**config.mk**
```make
export PLATFORM = sky130hd
export DESIGN_NAME = aui_alarm_update_irq
export DESIGN_NICKNAME = d
export VERILOG_FILES = /design/src/aui_pkg.sv /design/src/aui_alarm_update_irq.sv
export SDC_FILE = /design/constraint.sdc
export NUM_CORES = 1
export LEC_CHECK = 0
export BUFFER_PORTS_ARGS = -buffer_cell sky130_fd_sc_hd__buf_4
export CORE_UTILIZATION = 45
export DETAILED_ROUTE_END_ITERATION = 12
export PLACE_DENSITY_LB_ADDON = 0.1
export SLEW_MARGIN = 0
export SYNTH_ARGS = -nofsm -noshare
export SYNTH_HDL_FRONTEND = slang
export SYNTH_SLANG_ARGS = --single-unit
```
**constraint.sdc**
```tcl
create_clock -name core_clk_in -period 4.6 [get_ports core_clk_in]
set_input_delay 0 -clock core_clk_in [delete_from_list [all_inputs] [get_ports core_clk_in]]
set_output_delay 0 -clock core_clk_in [all_outputs]
set_load 0.01 [all_outputs]
```
**src/aui_pkg.sv**
```systemverilog
package aui_pkg;
    localparam int ADDR_W = 4;
    localparam int DATA_W = 8;
    // Register byte addresses.
    localparam logic [3:0] ALARM_SEC_ADDR = 4'h0;
    localparam logic [3:0] ALARM_MIN_ADDR = 4'h1;
    localparam logic [3:0] ALARM_HOUR_ADDR = 4'h2;
    localparam logic [3:0] ALARM_DAY_ADDR = 4'h3;
    localparam logic [3:0] CTRL_ADDR = 4'h4;
    localparam logic [3:0] FLAG_ADDR = 4'h5;
    localparam logic [3:0] IRQ_STAT_ADDR = 4'h6;
    localparam logic [3:0] IRQ_MASK_ADDR = 4'h7;
    // Alarm field layout: bit 7 removes the field from the comparison.
    localparam int IGNORE_BIT = 7;
    // Control register bits.
    localparam int CTRL_UIE_BIT = 0;
    localparam int CTRL_AIE_BIT = 1;
    localparam int CTRL_UPDATE_PERIOD_SELECT_BIT = 2;
    localparam int CTRL_WEEKDAY_OR_MONTHDAY_SELECT_BIT = 3;
    // Flag register bits; bit 2 is the read-only pin state.
    localparam int FLAG_ALARM_BIT = 0;
    localparam int FLAG_UPD_BIT = 1;
    localparam int FLAG_PIN_BIT = 2;
    // Interrupt status and mask bits.
    localparam int IRQ_ALARM_BIT = 0;
    localparam int IRQ_UPD_BIT = 1;
    localparam logic [7:0] ALARM_RST = 8'h80;
    localparam logic [7:0] CTRL_RST = 8'h00;
    localparam logic [7:0] MASK_RST = 8'h00;
    // Automatic release time of the update interrupt, least time.
    localparam real UPD_RELEASE_MS = 7.57;
    localparam real CLK_FREQ_MHZ = 25.0;
    localparam int UPD_RELEASE_CYC = int'($ceil(UPD_RELEASE_MS * 1000.0 * CLK_FREQ_MHZ));
    localparam int UPD_CNT_W = 18;
endpackage

```
**src/aui_alarm_update_irq.sv**
```systemverilog
`timescale 1ns/1ps
module aui_alarm_update_irq #(
    parameter int UPD_RELEASE_CYCLES = aui_pkg::UPD_RELEASE_CYC
) (
    input wire logic core_clk_in,
    input wire logic reset_in,
    input wire logic [aui_pkg::ADDR_W-1:0] reg_addr_in,
    input wire logic [aui_pkg::DATA_W-1:0] reg_wdata_in,
    input wire logic reg_wr_in,
    input wire logic reg_rd_in,
    output logic [aui_pkg::DATA_W-1:0] reg_rdata_out,
    input wire logic [6:0] time_sec_in,
    input wire logic [6:0] time_min_in,
    input wire logic [5:0] time_hour_in,
    input wire logic [5:0] time_mday_in,
    input wire logic [6:0] time_wday_in,
    input wire logic sec_inc_in,
    input wire logic min_inc_in,
    output logic int_n_out,
    output logic int_n_oe_out,
    output logic irq_out
);
    logic [7:0] alarm_sec_reg;
    logic [7:0] alarm_min_reg;
    logic [7:0] alarm_hour_reg;
    logic [7:0] alarm_day_reg;
    logic [7:0] ctrl_reg;
    logic alarm_flag_reg;
    logic update_event_flag_reg;
    logic [1:0] irq_stat_reg;
    logic [1:0] irq_mask_reg;
    logic [7:0] rdata_reg;
    logic match_prev_reg;
    logic upd_low_reg;
    logic [aui_pkg::UPD_CNT_W-1:0] upd_cnt_reg;
    logic oe_reg;
    logic oe_next;
    logic update_irq_enable;
    logic alarm_irq_enable;
    logic update_period_select;
    logic weekday_or_monthday_select;
    logic sec_ok;
    logic min_ok;
    logic hour_ok;
    logic day_ok;
    logic alarm_match;
    logic alarm_evt;
    logic upd_evt;
    logic wr_flag;
    logic rd_stat;

    // A field matches when ignored or when its value equals the count.
    function automatic logic field_ok(input logic [7:0] fld, input logic [6:0] now);
        field_ok = fld[aui_pkg::IGNORE_BIT] || (fld[6:0] == now);
    endfunction

    function automatic logic is_wr(input logic [3:0] a, input logic [3:0] target);
        is_wr = (a == target);
    endfunction

    assign update_irq_enable = ctrl_reg[aui_pkg::CTRL_UIE_BIT];
    assign alarm_irq_enable = ctrl_reg[aui_pkg::CTRL_AIE_BIT];
    assign update_period_select = ctrl_reg[aui_pkg::CTRL_UPDATE_PERIOD_SELECT_BIT];
    assign weekday_or_monthday_select = ctrl_reg[aui_pkg::CTRL_WEEKDAY_OR_MONTHDAY_SELECT_BIT];

    assign sec_ok = field_ok(alarm_sec_reg, time_sec_in);
    assign min_ok = field_ok(alarm_min_reg, time_min_in);
    assign hour_ok = field_ok(alarm_hour_reg, {1'b0, time_hour_in});

    // In weekday mode the low seven bits are a day mask, so one alarm can cover several days.
    always_comb begin
        if (alarm_day_reg[aui_pkg::IGNORE_BIT]) begin
            day_ok = 1'b1;
        end else if (weekday_or_monthday_select) begin
            day_ok = (alarm_day_reg[5:0] == time_mday_in) && !alarm_day_reg[6];
        end else begin
            day_ok = |(alarm_day_reg[6:0] & time_wday_in);
        end
    end

    assign alarm_match = sec_ok && min_ok && hour_ok && day_ok;
    // The alarm fires on entry into a match, so an ignored seconds field gives one event, not one per second, in a matching minute.
    assign alarm_evt = alarm_match && !match_prev_reg;
    assign upd_evt = update_period_select ? min_inc_in : sec_inc_in;

    assign wr_flag = reg_wr_in && is_wr(reg_addr_in, aui_pkg::FLAG_ADDR);
    assign rd_stat = reg_rd_in && is_wr(reg_addr_in, aui_pkg::IRQ_STAT_ADDR);

    always_ff @(posedge core_clk_in) begin
        if (reset_in) begin
            // Fields reset to ignored, so a match is the idle state and starting high avoids a false alarm.
            match_prev_reg <= 1'b1;
        end else begin
            match_prev_reg <= alarm_match;
        end
    end

    always_ff @(posedge core_clk_in) begin
        if (reset_in) begin
            alarm_sec_reg <= aui_pkg::ALARM_RST;
            alarm_min_reg <= aui_pkg::ALARM_RST;
            alarm_hour_reg <= aui_pkg::ALARM_RST;
            alarm_day_reg <= aui_pkg::ALARM_RST;
            ctrl_reg <= aui_pkg::CTRL_RST;
            irq_mask_reg <= aui_pkg::MASK_RST[1:0];
        end else if (reg_wr_in) begin
            case (reg_addr_in)
                aui_pkg::ALARM_SEC_ADDR: begin
                    alarm_sec_reg <= reg_wdata_in;
                end
                aui_pkg::ALARM_MIN_ADDR: begin
                    alarm_min_reg <= reg_wdata_in;
                end
                aui_pkg::ALARM_HOUR_ADDR: begin
                    alarm_hour_reg <= reg_wdata_in;
                end
                aui_pkg::ALARM_DAY_ADDR: begin
                    alarm_day_reg <= reg_wdata_in;
                end
                aui_pkg::CTRL_ADDR: begin
                    ctrl_reg <= {4'h0, reg_wdata_in[3:0]};
                end
                aui_pkg::IRQ_MASK_ADDR: begin
                    irq_mask_reg <= reg_wdata_in[1:0];
                end
                default: begin
                end
            endcase
        end
    end

    // Writing one to a flag is ignored; a new event in the clearing cycle keeps the flag set.
    always_ff @(posedge core_clk_in) begin
        if (reset_in) begin
            alarm_flag_reg <= 1'b0;
            update_event_flag_reg <= 1'b0;
        end else begin
            if (alarm_evt) begin
                alarm_flag_reg <= 1'b1;
            end else if (wr_flag && !reg_wdata_in[aui_pkg::FLAG_ALARM_BIT]) begin
                alarm_flag_reg <= 1'b0;
            end
            if (upd_evt) begin
                update_event_flag_reg <= 1'b1;
            end else if (wr_flag && !reg_wdata_in[aui_pkg::FLAG_UPD_BIT]) begin
                update_event_flag_reg <= 1'b0;
            end
        end
    end

    // Update drive: held low for the release time, cut short by clearing the flag or the enable.
    always_ff @(posedge core_clk_in) begin
        if (reset_in) begin
            upd_low_reg <= 1'b0;
            upd_cnt_reg <= '0;
        end else if (upd_evt && update_irq_enable) begin
            upd_low_reg <= 1'b1;
            upd_cnt_reg <= aui_pkg::UPD_CNT_W'(UPD_RELEASE_CYCLES);
        end else if (!update_irq_enable || (wr_flag && !reg_wdata_in[aui_pkg::FLAG_UPD_BIT])) begin
            upd_low_reg <= 1'b0;
            upd_cnt_reg <= '0;
        end else if (upd_low_reg) begin
            upd_cnt_reg <= upd_cnt_reg - 1'b1;
            if (upd_cnt_reg == aui_pkg::UPD_CNT_W'(1)) begin
                upd_low_reg <= 1'b0;
            end
        end
    end

    assign oe_next = upd_low_reg || (alarm_flag_reg && alarm_irq_enable);

    always_ff @(posedge core_clk_in) begin
        if (reset_in) begin
            oe_reg <= 1'b0;
        end else begin
            oe_reg <= oe_next;
        end
    end

    // The pin only ever sinks current; the pull-up sits outside.
    assign int_n_out = 1'b0;
    assign int_n_oe_out = oe_reg;

    always_ff @(posedge core_clk_in) begin
        if (reset_in) begin
            irq_stat_reg <= 2'h0;
        end else begin
            irq_stat_reg[aui_pkg::IRQ_ALARM_BIT] <= alarm_evt || (irq_stat_reg[aui_pkg::IRQ_ALARM_BIT] && !rd_stat);
            irq_stat_reg[aui_pkg::IRQ_UPD_BIT] <= upd_evt || (irq_stat_reg[aui_pkg::IRQ_UPD_BIT] && !rd_stat);
        end
    end

    assign irq_out = |(irq_stat_reg & irq_mask_reg);

    always_ff @(posedge core_clk_in) begin
        if (reset_in) begin
            rdata_reg <= 8'h00;
        end else if (reg_rd_in) begin
            case (reg_addr_in)
                aui_pkg::ALARM_SEC_ADDR: begin
                    rdata_reg <= alarm_sec_reg;
                end
                aui_pkg::ALARM_MIN_ADDR: begin
                    rdata_reg <= alarm_min_reg;
                end
                aui_pkg::ALARM_HOUR_ADDR: begin
                    rdata_reg <= alarm_hour_reg;
                end
                aui_pkg::ALARM_DAY_ADDR: begin
                    rdata_reg <= alarm_day_reg;
                end
                aui_pkg::CTRL_ADDR: begin
                    rdata_reg <= ctrl_reg;
                end
                aui_pkg::FLAG_ADDR: begin
                    rdata_reg <= {5'h00, oe_reg, update_event_flag_reg, alarm_flag_reg};
                end
                aui_pkg::IRQ_STAT_ADDR: begin
                    rdata_reg <= {6'h00, irq_stat_reg};
                end
                aui_pkg::IRQ_MASK_ADDR: begin
                    rdata_reg <= {6'h00, irq_mask_reg};
                end
                default: begin
                    rdata_reg <= 8'h00;
                end
            endcase
        end else begin
            rdata_reg <= 8'h00;
        end
    end

    assign reg_rdata_out = rdata_reg;

    // Length of the current low phase of the update drive, for the release check.
    logic [aui_pkg::UPD_CNT_W-1:0] low_len_reg;

    always_ff @(posedge core_clk_in) begin
        // A new enabled event restarts the drive, so the length count restarts with it.
        if (reset_in || !upd_low_reg || (upd_evt && update_irq_enable)) begin
            low_len_reg <= '0;
        end else begin
            low_len_reg <= low_len_reg + 1'b1;
        end
    end
endmodule

```
==> flow_summary.ini <==
[synth]
ys_seq_area_share_pct = 40.3
synth_fa_ha_area_share_pct = 0.709
synth_area_leader_cell = dfxtp_1
synthesis.area_sq_um = 3530
async_flop_share_pct = 0
synth_ff_type = dfxtp_1
yosys.area.top_type_share_pct = 40.3
synthXorXnorAreaFrac_pct = 8.94
synth_edf_count = 0
yosys_warnings = 0
syn_area_per_cell_sq_um = 8.77
yosys.area_share.simple_pct = 25.2
synth_top_family_by_area = simple AND/OR/NAND/NOR gates
synth_mux_area_share_pct = 8.66
synth.top_cells.by_area = dfxtp_1 40%, a21oi_1 5.1%, xor2_1 5.0%
synth_compound_area_share_pct = 13.2
synth.ff_latch_count = 71
yosysUniqueCellTypes = 52
synth.net_count = 455
synth_cells = 402

[worst_setup_path]
arrival_ns = 2.59
crit_type = primary input to flip-flop
path_cells = dlygate4sd3_1, buf_4, nand2b_1, nor2_2, and3_1, nor2b_1, a211o_1
crit_required_ns = 4.83
end_kind = flip-flop
cpPeakStageDelay_ns = 0.78
crit_start = reg_addr_in[3]
crit_path_start_kind = primary input
worstPathMaxFanout = 28
cp_slowest_cell = nor2_2
r2r-start = alarm_hour_reg[3]

[placed_design]
dp_slack_ns = 2.47
dp.cells = 538
port_buffers = 60
gp_congestion = 0.808
hpwl_microns = 6420

[cts]
clk_latency_ns = 0.34
clock_sinks = 71
post_cts_buffers = 0
h-tree-depth = 3
clkTransAtPathRegs_ns = 0.07
clockRootBuffer = clkbuf_8
post_cts_resized = 0
cts_made_buffers = 9
cts_tree = yes
clk_path_buf_depth = 2

[power_and_ir_drop]
total_power_mw = 1.23
powerDensity_nw_per_um2 = 287
vdd_drop_max_mv = 0.232
p_leak_nw = 1.61

[status]
status = finished, final reports clean

[sta]
max_slew_margin_pct = 31.8
setup-tns-final_ns = 0
setup_viol = 0
report.final.slew_viol_count = 0
tightest_slew_ns = 1.02
skew_ns = 0.00521
setup_slack_ns = 2.24
fin_crit_ns = 2.36
fmax_ghz = 0.423
rsz0062_at_grt = false
hold_violations = 0
fin_crit_sh_pct = 51.4

[die]
dieArea_sq_um = 8200
die_h_microns = 90.5
initial_utilization_pct = 47.6
die_width_microns = 90.5
rows = 31
ios = 62
core_area_sq_um = 7410

[cells_and_area]
diodes = 0
drive_gt1_share_pct = 19.4
nNetsFinal = 512
fillers = 695
fin_cells = 563
layout_commonest_cell = dfxtp_1
final_cell_mix = 71 x dfxtp_1, 60 x buf_4, 37 x nor2_1
largest_register_ffs = 18
fin_util_pct = 57.9
areaGrowthSynthToFinish_pct = 21.6

[global_routing]
grt_pass1_vias = 3052
antenna_found_initial = 0
overflow = 0
grt_max_degree = 58
grt_pass1_wl_microns = 15300
grtUsageTotal_pct = 23.5

[drt]
viasPerCell = 5.56
vias = 3128
wl_per_cell_microns = 15.9
drt_iter0_drc = 200
wirelength_microns = 8980
first_pass_iters = 5
final_antenna_net_count = 0
drc = 0

[hold_path]
min-delay-start = sec_inc_in
hold_path_class = primary input to flip-flop

[run]
cap_viol_max_count = 0
-- Yosys cell counts (all sizes together) (6+ instances only) --
master and n:
a21oi 36, a31oi 12, buf 8, clkbuf 15, dfxtp 71, mux2i 17, nand2 35, nand3 28
nand3b 6, nand4 6, nor2 38, nor2b 13, nor3 7, nor4 7, o21ai 8, xnor2 16
xor2 20
-- worst max-delay path: cells and delay by family --
| family | cells | cell delay, ns |
|---|---|---|
| compound gates | 1 | 0.27 |
| buf+inv | 2 | 0.70 |
| simple gates | 4 | 1.63 |
-- repair_timing --
| item | CTS | global route |
|---|---|---|
| hold buffers | 9 | 0 |
| endpoints found under the hold margin | 39 | 0 |
| setup endpoints to repair | 0 | 0 |
-- kinds of logic after synthesis --
family | Yosys count
muxes | 24
and+or+nand+nor | 167
other | 1
AOI/OAI and AO/OA | 76
DFF | 71
xor gates and xnor gates | 36
buffers and inverters | 25
adders and majority gates | 2
-- cell type report --
class	instances	area [sq um]	share of cell area, %
tap	99	124	2.89
inverter	2	7.51	0.175
clock buffer	12	145	3.38
sequential	71	1420	33.1
timing repair buffer	69	541	12.6
clock inverter	4	45.0	1.05
multi-input combinational	306	2000	46.7
-- per-layer routing --
metal | up-vias | track usage (%) | wire, microns
met1 | 1439 | 29.6 | 3870
met3 | 17 | 6.23 | 531
met4 | 0 | 7.93 | 191
met2 | 122 | 38.8 | 4390
li1 | 1550 | - | -
met5 | - | 0 | 0
-- metrics by stage --
stage / hold slack (ns) / instance area (sq um)
2_1_floorplan: 0.118 / 3530
3_3_place_gp: 0.246 / 4010
3_5_place_dp: 0.252 / 4010
4_1_cts: 0.0168 / 4290
5_1_grt: 0.0716 / 4290
6_report: 0.0283 / 4290
-- worst paths after layout --
check / cells after the start / slack (ns) / endpoint
worst max register to register: 5 / 2.64 / irq_stat_reg[0]
worst max-delay path: 7 / 2.24 / alarm_day_reg[7]
worst min register to register: 1 / 0.46 / alarm_flag_reg
worst min-delay path: 3 / 0.03 / irq_stat_reg[1]
-- power by group --
group          internal, mW  switching, mW  leakage, nW
clock                 0.263          0.219        0.100
sequential            0.623        0.00793        0.574
combinational        0.0596         0.0598        0.932
Power figures use the tool's default switching activity.
